[src/serial_baud_break_defs.svh]
`ifndef SERIAL_BAUD_BREAK_DEFS_SVH
`define SERIAL_BAUD_BREAK_DEFS_SVH

// Register offsets on the plain register port.
`define SBB_ADDR_W        4
`define SBB_CFG_ADDR      4'h0
`define SBB_STAT_ADDR     4'h4
`define SBB_ERR0_ADDR     4'h8
`define SBB_ERR1_ADDR     4'hc
`define SBB_DATA_W        16

// Configuration field positions and reset value.
`define SBB_CFG_RATE0_LSB 0
`define SBB_CFG_EXT0_BIT  3
`define SBB_CFG_RATE1_LSB 4
`define SBB_CFG_EXT1_BIT  7
`define SBB_CFG_BRK_LSB   8
`define SBB_CFG_TICK_BIT  10
`define SBB_CFG_RESET     16'h0257

// Error word field positions.
`define SBB_ERR_ANY_BIT   15
`define SBB_ERR_FE_BIT    13

// Clock and rate figures.
`define SBB_CLK_HZ        250000000
`define SBB_TICK_HZ       60
`define SBB_OVERSAMPLE    16
`define SBB_BREAK_BITS    11
`define SBB_BAUD_0        150
`define SBB_BAUD_1        300
`define SBB_BAUD_2        1200
`define SBB_BAUD_3        2400
`define SBB_BAUD_4        4800
`define SBB_BAUD_5        9600
`define SBB_BAUD_6        19200
`define SBB_BAUD_7        38400

// Derived counts.
`define SBB_BREAK_TICKS   (`SBB_OVERSAMPLE * `SBB_BREAK_BITS)
`define SBB_TICK_HALF     (`SBB_CLK_HZ / (2 * `SBB_TICK_HZ))

`endif

[src/serial_baud_break_pkg.sv]
package serial_baud_break_pkg;

    typedef enum logic [1:0] {
        BRK_NONE   = 2'b00,
        BRK_REBOOT = 2'b01,
        BRK_HALT   = 2'b10
    } brk_resp_t;

    typedef enum logic [1:0] {
        RX_MARK  = 2'b00,
        RX_SPACE = 2'b01,
        RX_BREAK = 2'b10
    } rx_state_t;

endpackage : serial_baud_break_pkg

[src/serial_baud_break_clock.sv]
// What this block does
// - Each line's transmitter and receiver share one bit-rate enable.
// - Each line can run from an internal rate between 150 and 38400 baud.
// - The generator offers 150, 300, 1200, 2400, 4800, 9600, 19200, 38400.
// - Each line takes exactly one clock, an internal rate or external.
// - The connector clock pin drives out when internal, is input else.
// - A continuous spacing level on receive data is a framing error.
// - Only the console line answers a break: reboot, halt or nothing.
// - After reset the console break answer is a halt request.
// - A 60 Hz tick is derived from the clock and may drive the event line.
// - The tick stays off the event line until configuration enables it.
// - Terminal ready and request to send are held asserted.
// - There is no reader-run control output.
// - Receive errors, break included, read in data bits 15 and 13.
`timescale 1ns/1ps
`include "serial_baud_break_defs.svh"

module serial_baud_break_clock #(
    parameter int TICK_HALF = `SBB_TICK_HALF
) (
    input  wire logic                      I_CLK,
    input  wire logic                      I_ARST_N,
    input  wire logic [`SBB_ADDR_W-1:0]    I_ADDR,
    input  wire logic [`SBB_DATA_W-1:0]    I_WDATA,
    input  wire logic                      I_WR,
    input  wire logic                      I_RD,
    output logic      [`SBB_DATA_W-1:0]    O_RDATA,
    input  wire logic [1:0]                I_RXD,
    input  wire logic [1:0]                I_CLKPIN,
    output logic      [1:0]                O_CLKPIN,
    output logic      [1:0]                O_CLKPIN_OE_N,
    output logic      [1:0]                O_BAUD16_EN,
    output logic                           O_REBOOT_REQ,
    output logic                           O_HALT_REQ,
    input  wire logic                      I_EVENT,
    output logic                           O_EVENT,
    output logic                           O_EVENT_OE_N,
    output logic      [1:0]                O_DTR_N,
    output logic      [1:0]                O_RTS_N
);

    // Wide enough for the half period of the slowest rate at this clock.
    localparam int DIV_W = 17;

    // Half period of the 16x clock for a rate code, never below one cycle.
    function automatic logic [DIV_W-1:0] half_div(input logic [2:0] code);
        int baud;
        int div;
        baud = `SBB_BAUD_0;
        case (code)
            3'h0: baud = `SBB_BAUD_0;
            3'h1: baud = `SBB_BAUD_1;
            3'h2: baud = `SBB_BAUD_2;
            3'h3: baud = `SBB_BAUD_3;
            3'h4: baud = `SBB_BAUD_4;
            3'h5: baud = `SBB_BAUD_5;
            3'h6: baud = `SBB_BAUD_6;
            3'h7: baud = `SBB_BAUD_7;
            default: baud = `SBB_BAUD_0;
        endcase
        div = `SBB_CLK_HZ / (2 * `SBB_OVERSAMPLE * baud);
        // A rate too fast for the clock would give zero and stall the line.
        if (div < 1) begin
            div = 1;
        end
        return div[DIV_W-1:0];
    endfunction : half_div

    logic [`SBB_DATA_W-1:0] cfg_q;
    logic [1:0]             fe_q;
    logic [1:0]             brk_q;
    logic [1:0]             brk_rise;
    logic [1:0]             ev_s;
    logic                   tick_phase_q;
    logic [31:0]            tick_cnt_q;
    logic                   wr_cfg;
    logic [1:0]             rd_err;
    serial_baud_break_pkg::brk_resp_t brk_resp;

    // Strobe decode; writes anywhere but the configuration word are lost.
    assign wr_cfg    = I_WR && (I_ADDR == `SBB_CFG_ADDR);
    assign rd_err[0] = I_RD && (I_ADDR == `SBB_ERR0_ADDR);
    assign rd_err[1] = I_RD && (I_ADDR == `SBB_ERR1_ADDR);
    assign brk_resp  = serial_baud_break_pkg::brk_resp_t'(
                           cfg_q[`SBB_CFG_BRK_LSB +: 2]);

    // Configuration word; the reset value selects the halt answer.
    always_ff @(posedge I_CLK or negedge I_ARST_N) begin
        if (!I_ARST_N) begin
            cfg_q <= `SBB_CFG_RESET;
        end else if (wr_cfg) begin
            cfg_q <= I_WDATA;
        end
    end

    // Per-line clock selection, pin handling and break detection.
    for (genvar g = 0; g < 2; g++) begin : g_line
        logic [2:0]       rate;
        logic             ext;
        logic [DIV_W-1:0] div_cnt_q;
        logic             pin_q;
        logic [2:0]       pin_s;
        logic [1:0]       rx_s;
        logic             int_edge;
        logic             ext_edge;
        logic             en16;
        logic [7:0]       sp_cnt_q;
        serial_baud_break_pkg::rx_state_t st_q;

        assign rate = (g == 0) ? cfg_q[`SBB_CFG_RATE0_LSB +: 3]
                               : cfg_q[`SBB_CFG_RATE1_LSB +: 3];
        assign ext  = (g == 0) ? cfg_q[`SBB_CFG_EXT0_BIT]
                               : cfg_q[`SBB_CFG_EXT1_BIT];

        // Internal divider; a rising half marks one 16x enable.
        always_ff @(posedge I_CLK or negedge I_ARST_N) begin
            if (!I_ARST_N) begin
                div_cnt_q <= '0;
                pin_q     <= 1'b0;
            end else if (div_cnt_q >= half_div(rate) - 1'b1) begin
                div_cnt_q <= '0;
                pin_q     <= ~pin_q;
            end else begin
                div_cnt_q <= div_cnt_q + 1'b1;
            end
        end

        // The wrap that raises the pin is the one that gives the enable.
        assign int_edge = (div_cnt_q >= half_div(rate) - 1'b1) && !pin_q;

        // The pin is a foreign clock, so it passes two flops first.
        always_ff @(posedge I_CLK or negedge I_ARST_N) begin
            if (!I_ARST_N) begin
                pin_s <= '0;
                rx_s  <= 2'b11;
            end else begin
                pin_s <= {pin_s[1:0], I_CLKPIN[g]};
                rx_s  <= {rx_s[0], I_RXD[g]};
            end
        end

        assign ext_edge = pin_s[1] && !pin_s[2];
        // One static choice feeds both directions of the line.
        assign en16     = ext ? ext_edge : int_edge;

        // Pin drives our clock when internal, released when external.
        always_ff @(posedge I_CLK or negedge I_ARST_N) begin
            if (!I_ARST_N) begin
                O_CLKPIN[g]      <= 1'b0;
                O_CLKPIN_OE_N[g] <= 1'b1;
                O_BAUD16_EN[g]   <= 1'b0;
            end else begin
                O_CLKPIN[g]      <= pin_q;
                O_CLKPIN_OE_N[g] <= ext;
                O_BAUD16_EN[g]   <= en16;
            end
        end

        // Spacing held for a whole frame at the line rate is a break.
        // Counting on the 16x enable keeps the threshold rate-relative.
        always_ff @(posedge I_CLK or negedge I_ARST_N) begin
            if (!I_ARST_N) begin
                st_q     <= serial_baud_break_pkg::RX_MARK;
                sp_cnt_q <= '0;
            end else if (rx_s[1]) begin
                st_q     <= serial_baud_break_pkg::RX_MARK;
                sp_cnt_q <= '0;
            end else if (en16) begin
                case (st_q)
                    serial_baud_break_pkg::RX_MARK: begin
                        st_q     <= serial_baud_break_pkg::RX_SPACE;
                        sp_cnt_q <= 8'h01;
                    end
                    serial_baud_break_pkg::RX_SPACE: begin
                        if (sp_cnt_q >= 8'(`SBB_BREAK_TICKS - 1)) begin
                            st_q <= serial_baud_break_pkg::RX_BREAK;
                        end
                        sp_cnt_q <= sp_cnt_q + 1'b1;
                    end
                    serial_baud_break_pkg::RX_BREAK: begin
                        st_q <= serial_baud_break_pkg::RX_BREAK;
                    end
                    default: begin
                        st_q <= serial_baud_break_pkg::RX_MARK;
                    end
                endcase
            end
        end

        // Break state as a flag for status and for the request edge.
        assign brk_q[g] = (st_q == serial_baud_break_pkg::RX_BREAK);

        // Framing flag: set on break entry, cleared by reading its word.
        // A set in the same cycle as the read wins, so no break is lost.
        always_ff @(posedge I_CLK or negedge I_ARST_N) begin
            if (!I_ARST_N) begin
                fe_q[g] <= 1'b0;
            end else if (brk_rise[g]) begin
                fe_q[g] <= 1'b1;
            end else if (rd_err[g]) begin
                fe_q[g] <= 1'b0;
            end
        end
    end

    // Edge of the break state gives one event per break.
    logic [1:0] brk_d1_q;

    always_ff @(posedge I_CLK or negedge I_ARST_N) begin
        if (!I_ARST_N) begin
            brk_d1_q <= '0;
        end else begin
            brk_d1_q <= brk_q;
        end
    end

    // Only the rising edge counts, so a long break cannot repeat a request.
    assign brk_rise = brk_q & ~brk_d1_q;

    // Console-only break answer, one pulse per event.
    always_ff @(posedge I_CLK or negedge I_ARST_N) begin
        if (!I_ARST_N) begin
            O_REBOOT_REQ <= 1'b0;
            O_HALT_REQ   <= 1'b0;
        end else begin
            O_REBOOT_REQ <= brk_rise[1] &&
                (brk_resp == serial_baud_break_pkg::BRK_REBOOT);
            O_HALT_REQ   <= brk_rise[1] &&
                (brk_resp == serial_baud_break_pkg::BRK_HALT);
        end
    end

    // The 60 Hz square wave runs free whether or not it is connected.
    always_ff @(posedge I_CLK or negedge I_ARST_N) begin
        if (!I_ARST_N) begin
            tick_cnt_q   <= '0;
            tick_phase_q <= 1'b0;
        end else if (tick_cnt_q >= 32'(TICK_HALF - 1)) begin
            tick_cnt_q   <= '0;
            tick_phase_q <= ~tick_phase_q;
        end else begin
            tick_cnt_q <= tick_cnt_q + 1'b1;
        end
    end

    // Open-drain drive: the line is only ever pulled low, never driven
    // high, so a board holding it at ground always overrides the tick.
    // The line level reads back in status bit 4, so another board's pull is visible.
    always_ff @(posedge I_CLK or negedge I_ARST_N) begin
        if (!I_ARST_N) begin
            O_EVENT      <= 1'b0;
            O_EVENT_OE_N <= 1'b1;
        end else begin
            O_EVENT      <= 1'b0;
            O_EVENT_OE_N <= !(cfg_q[`SBB_CFG_TICK_BIT] &&
                              tick_phase_q);
        end
    end

    // Event line level for status, through two flops.
    always_ff @(posedge I_CLK or negedge I_ARST_N) begin
        if (!I_ARST_N) begin
            ev_s <= 2'b11;
        end else begin
            ev_s <= {ev_s[0], I_EVENT};
        end
    end

    // Modem controls are strapped asserted; no reader-run pin exists.
    always_ff @(posedge I_CLK or negedge I_ARST_N) begin
        if (!I_ARST_N) begin
            O_DTR_N <= 2'b00;
            O_RTS_N <= 2'b00;
        end else begin
            O_DTR_N <= 2'b00;
            O_RTS_N <= 2'b00;
        end
    end

    // Read data one cycle after the strobe; unmapped reads give zero.
    always_ff @(posedge I_CLK or negedge I_ARST_N) begin
        if (!I_ARST_N) begin
            O_RDATA <= '0;
        end else if (I_RD) begin
            case (I_ADDR)
                `SBB_CFG_ADDR:  O_RDATA <= cfg_q;
                `SBB_STAT_ADDR: O_RDATA <= {11'h000, ev_s[1],
                                            tick_phase_q, fe_q[1],
                                            brk_q};
                `SBB_ERR0_ADDR: O_RDATA <= {fe_q[0], 1'b0, fe_q[0],
                                            13'h0000};
                `SBB_ERR1_ADDR: O_RDATA <= {fe_q[1], 1'b0, fe_q[1],
                                            13'h0000};
                default:        O_RDATA <= '0;
            endcase
        end else begin
            O_RDATA <= '0;
        end
    end

endmodule : serial_baud_break_clock

[config.mk]
export PLATFORM = sky130hd
export DESIGN_NAME = serial_baud_break_clock
export DESIGN_NICKNAME = d
export VERILOG_FILES = /design/src/serial_baud_break_pkg.sv /design/src/serial_baud_break_clock.sv
export VERILOG_INCLUDE_DIRS = /design/src
export SDC_FILE = /design/constraint.sdc
export NUM_CORES = 1
export LEC_CHECK = 0
export ABC_AREA = 1
export BUFFER_PORTS_ARGS = -buffer_cell sky130_fd_sc_hd__buf_2
export CAP_MARGIN = 20
export CELL_PAD_IN_SITES_DETAIL_PLACEMENT = 1
export CELL_PAD_IN_SITES_GLOBAL_PLACEMENT = 2
export CORE_MARGIN = 4
export CORE_UTILIZATION = 39
export DETAILED_ROUTE_END_ITERATION = 8
export GPL_ROUTABILITY_DRIVEN = 0
export HOLD_SLACK_MARGIN = 0.08
export PLACE_DENSITY_LB_ADDON = 0.1
export SYNTH_ARGS = -nofsm -noshare
export SYNTH_HDL_FRONTEND = slang
export SYNTH_SLANG_ARGS = --single-unit
export TNS_END_PERCENT = 20
[constraint.sdc]
create_clock -name I_CLK -period 58.3 [get_ports I_CLK]
set_input_delay 5.83 -clock I_CLK [delete_from_list [all_inputs] [get_ports I_CLK]]
set_output_delay 5.83 -clock I_CLK [all_outputs]
set_load 0.01 [all_outputs]
Word-level counts from Yosys, hierarchy flattened --
Memory sizes are Yosys's and may differ from the RTL's. Index checks and enable logic that the tools add are counted.
Word-level totals: flip-flop bits (word level) 146, bits in read-only memories 480, input port bits 29, output and inout port bits 30, memories 4
Cells by class: add/sub/neg operators 9, div/mod/pow operators 4, magnitude comparators 11, eq/ne operators 11, multiplexer cells 29, bitwise operators 5, reductions and logical operators 28
Memories:
- (no name shown) | words 8, width 15, read ports 1, clocked after Yosys merged registers in 0, wr ports 0, line serial_baud_break_clock.sv:50 | case (code)
- (no name shown) | words 8, width 15, read ports 1, clocked after Yosys merged registers in 0, wr ports 0, line serial_baud_break_clock.sv:50
- (no name shown) | words 8, width 15, read ports 1, clocked after Yosys merged registers in 0, wr ports 0, line serial_baud_break_clock.sv:50
- (no name shown) | words 8, width 15, read ports 1, clocked after Yosys merged registers in 0, wr ports 0, line serial_baud_break_clock.sv:50
Operators by type and width (count):
- divider 29 x 32 -> 32 bit (first input constant) | 4
- less-than comparator 32 x 2 -> 1 bit (second input constant) | 4
- two-way mux 17 bit | 6
- greater-or-equal comparator 17 bit | 4
- subtractor 17 x 1 -> 17 bit (second input constant) | 4
- case mux 16 bit (4 select lines) | 1
- adder 17 x 1 -> 17 bit (second input constant) | 2
- adder 32 x 1 -> 32 bit (second input constant) | 1
- greater-or-equal comparator 32 x 21 -> 1 bit (second input constant) | 1
- two-way mux 32 bit | 1
- two-way mux 8 bit | 4
- case mux 8 bit (2 select lines) | 2
- adder 8 x 1 -> 8 bit (second input constant) | 2
- greater-or-equal comparator 8 bit (second input constant) | 2
- two-way mux 16 bit | 1
- two-way mux 2 bit | 6
- case mux 2 bit (3 select lines) | 2
- logical AND 1 bit | 10
- == test 4 bit (second input constant) | 2
- AND reduction 2 bit | 4
- nonzero test 2 bit | 4
- == test 2 x 1 -> 1 bit (second input constant) | 3
- == test 2 bit (second input constant) | 3
- two-way mux 1 bit | 6
- 9 further kinds | 18

Depth between registers and ports, before layout --
An unclocked memory read counts as a cell.
word-level depth 10, gate-level depth with buffers 330

Least setup slack after synthesis --
OpenSTA, ideal clock, no wires.
path kind register -> register, start register cfg_q[0], end register g_line[0].sp_cnt_q[7], library setup time 0.071 ns, arrival 39.474 ns, slack 18.754 ns, cell stages (with the launch flop) 308, clock period less this slack 39.546 ns, cells stage by stage dfstp_2 -> nor2_4 -> clkinv_4 -> nand2_1 -> inv_2 -> clkbuf_1 -> clkbuf_1 -> ha_1 -> nand4_4 -> nor2_8 -> nand2_1 -> nor2_1 -> ha_1 -> nand2_1 -> nand2_1 -> nand2_1 -> nor2_2 -> nand2_1 -> [272 not listed] -> ha_1 -> o211ai_1 -> a21oi_1 -> o21ai_0 -> a21oi_1 -> nor2_1 -> o31ai_1 -> nand3b_1 -> o21ai_0 -> or2_2 -> nand2_1 -> inv_1 -> nand4_1 -> nor2_1 -> nand3_1 -> o21ai_0 -> nand2_1 -> nor2_1
On the way: word-level cells in the longest chain between the ends 10
RTL lines:
- from (decl) | line serial_baud_break_clock.sv:69 | logic [`SBB_DATA_W-1:0] cfg_q;
- from (signal assigned) | line serial_baud_break_clock.sv:90 | cfg_q <= `SBB_CFG_RESET;
- memory read (8 x 15 bit) (*)
- divider 29 x 32 -> 32 bit (no source line) (*)
- less-than comparator 32 x 2 -> 1 bit | line serial_baud_break_clock.sv:63 | if (div < 1) begin
- two-way mux 17 bit (*) | line serial_baud_break_clock.sv:63
- subtractor 17 x 1 -> 17 bit (*) | line serial_baud_break_clock.sv:129 | assign int_edge = (div_cnt_q >= half_div(rate) - 1'b1) && !pin_q;
- greater-or-equal comparator 17 bit (*) | line serial_baud_break_clock.sv:129
- logical AND 1 bit (*) | line serial_baud_break_clock.sv:129
- two-way mux 1 bit (*) | line serial_baud_break_clock.sv:144 | assign en16 = ext ? ext_edge : int_edge;
- via g_line[0].en16 | line serial_baud_break_clock.sv:106 | logic en16;
- nonzero test 2 bit (no source line) (*)
- AND reduction 2 bit (no source line) (*)
- to (signal assigned) | line serial_baud_break_clock.sv:178 | sp_cnt_q <= sp_cnt_q + 1'b1;
- to (decl) | line serial_baud_break_clock.sv:107 | logic [7:0] sp_cnt_q;
Mark *: on every way through the listed nets, which the timed path passes. The rest lies on a longest branch. A chain may end at the register's enable or synchronous reset.

Worst setup path after layout --
Same ends and word-level chain as after synthesis.

==> results.md <==
* EDFF count, synth at 0
* Top-Level Pins at 59
* Met2 Track Usage GR at 56.4%
* Crit path required time at 58.62 ns
* PostCTS Resize Cnt at 0
* Crit path kind: flop to flop
* Vias per cell at 5.64
* WP data arrival at 51.05 ns
* DRC viols at 0
* R2R Setup Slk at 7.56 ns
* Period minus WS final at 50.74 ns
* Cell family with most CP delay: simple AND/OR/NAND/NOR gates
* Critical Path End: g_line[0].sp_cnt_q[7]
* Hold_buf cts at 0
* Clock Skew at 0.0119 ns
* Synth Flop Type: dfrtp_1
* Final hold viol count at 0
* Setup violators final at 0
* TritonCTS clock tree: built
* Syn avg cell area at 6.15 µm²
* FF-to-FF End: g_line[0].sp_cnt_q[7]
* Min-delay worst type: flop to flop
* Crit share post-route at 87.0%
* DRT iter0 DRCs at 2255
* Nets at 6564
* Share of post-route cells with drive strength above 1 at 9.71%
* DP Wirelength at 126000 µm
* CP startpoint: cfg_q[0]
* Met3 Resource Use GR at 2.54%
* Worst-case clock buffer depth at 2
* Worst path most repeated cell: nand2_1
* First-pass GRT wire length at 245000 µm
* Clock buffer count from CTS at 17
* Area growth from synthesis to layout at 4.76%
* Post-Syn Instances at 6035
* Die area at 100000 µm²
* Via count at 41284
* Core area at 93900 µm²
* Startpoint Class: flop
* Vias in the first global route at 42853
* N_diodes at 0
* Synth top area cells: ha_1 (16%), nand2_1 (15%), dfrtp_1 (8.8%)
* Seq cells post-synth at 146
* Status: finished, final reports clean
* Worst Tran Pin Value at 0.937 ns
* Sequential fraction of the synthesis area at 9.90%
* Max Transition Viols Final at 0
* Initial antenna violation count at 1
* Asr flop ratio synth at 100%
* Drt total wl at 158000 µm
* Multi-input gate area at 29300 µm²
* Unrepaired setup endpoints after global routing: no
* Clock-pin slew on the worst setup and hold paths at 0.07 ns
* Biggest area consumer among synthesized cells: ha_1
* Die Ht at 316 µm
* Fmax at 0.0197 GHz
* TritonRoute pass-1 iters at 5
* Slew HR at 37.5%
* FP Rows at 112
* Gr usage total at 31.0%
* Slowest CP cell: dfstp_2
* Max-Cap Viols at 0
* CP bufs+invs at 41
* Register-to-Register Path Depth at 291
* Total negative setup slack at 0 ns
* Root buf cell: clkbuf_16
* Count of different cell masters after synthesis at 87
* Most numerous cell in the Yosys netlist: nand2_1
* Worst-Skew Late Latency at 0.43 ns
* Die width at 316 µm
* Met1 usage at 37.5%
* Worst path max stage delay at 0.75 ns
* Clock Sinks at 146
* Starting Density at 39.5%
* CP max FO at 32
* Total gr overflow at 0
* Gr busiest metal: met2
* Largest net degree at the start of global routing at 77
* Post-CTS Repair Setup Buffers at 0
* Synthesized cell area at 37100 µm²
* H-tree depth at 4
* Number of fill cells at 12945
* Synth warn at 0
* Top cells by count, synth: nand2_1 (1504), inv_1 (737), nor2_1 (494), ha_1 (480), nand3_1 (430)
* Number of routed nets with antenna violations at 0
* IO buf count at 53
* Reg area at 3670 µm²
* CP Capture Type: flop
* Routed len/inst at 21.5 µm
* Crit Reg-Reg Startpoint: cfg_q[0]
* Crit path depth at 291
* Synth top area share at 16.2%
[per-stage QoR]
| stage | hold slack (ns) | utilization, % | instances | setup WS [ns] | area (µm²) |
|---|---|---|---|---|---|
| floorplan | 0.331 | - | 6051 | 18.75 | 37200 |
| global placement | 0.333 | 40.8 | 7288 | 8.91 | 38300 |
| detailed placement | 0.336 | 40.8 | 7288 | 8.23 | 38300 |
| CTS | 0.350 | 41.4 | 7320 | 8.02 | 38900 |
| global route | 0.352 | 41.4 | 7320 | 2.93 | 38900 |
| finish | 0.353 | 41.4 | 7320 | 7.56 | 38900 |
[layout make-up]
type                       instances  area share [%]
inverter                         802            7.88
tap                             1254            4.04
sequential                       146            9.45
clock inverter                    15           0.373
multi-input combinational       4980            75.4
timing repair buffer             106            1.72
clock buffer                      17            1.09
[per-layer routing]
| metal | wire length (µm) | vias up |
|---|---|---|
| met2 | 76600 | 863 |
| met4 | 7970 | 0 |
| met3 | 5040 | 361 |
| met5 | 0 | - |
| li1 | - | 20106 |
| met1 | 68100 | 19954 |
[worst min path at each step]
stage,to,startpoint,depth (start not counted)
floorplan,g_line[0].pin_s[1],g_line[0].pin_s[0],0
global placement,g_line[1].pin_s[1],g_line[1].pin_s[0],0
detailed placement,g_line[1].pin_s[1],g_line[1].pin_s[0],0
CTS,g_line[1].pin_s[1],g_line[1].pin_s[0],0
global route,g_line[1].pin_s[1],g_line[1].pin_s[0],0
finish,g_line[1].pin_s[1],g_line[1].pin_s[0],0
[logic make-up (layout without fill, tap and decap cells)]
kind of cell | Yosys count | count (layout) | share of synthesized area, %
AOI/OAI and AO/OA | 1093 | 1093 | 16.4
muxes | 4 | 4 | 0.115
DFF | 146 | 146 | 9.90
xor gates and xnor gates | 278 | 278 | 6.62
adders and majority gates | 482 | 482 | 16.3
buffers and inverters | 925 | 940 | 11.3
and+or+nand+nor | 3105 | 3105 | 39.4
other | 2 | 18 | 0.0202
[cell usage in the layout (no fill, tap or decap), types with 110 or more instances in the layout]
| cell type | n |
|---|---|
| nand2_1 | 1503 |
| inv_1 | 736 |
| nor2_1 | 494 |
| ha_1 | 477 |
| nand3_1 | 430 |
| a21oi_1 | 428 |
| o21ai_0 | 415 |
| xor2_1 | 179 |
| dfrtp_1 | 131 |
| nor3_1 | 129 |
| nand2_2 | 113 |
| nand4_1 | 110 |
[registers in the layout (all words and copies together), names as in the netlist]
register,cells
fe_q,2
g_line.pin_s,6
O_BAUD16_EN,2
O_CLKPIN,2
g_line.div_cnt_q,34
g_line.sp_cnt_q,16
ev_s,2
g_line.rx_s,4
O_CLKPIN_OE_N,2
brk_d1_q,2
O_HALT_REQ,1
tick_phase_q,1
O_REBOOT_REQ,1
g_line.pin_q,2
tick_cnt_q,32
cfg_q,16
g_line.st_q,4
O_EVENT_OE_N,1
O_RDATA,16
Power is left out: the tool's default activity adds up to more than one toggle a clock period on the data nets, which glitch-free logic cannot reach.
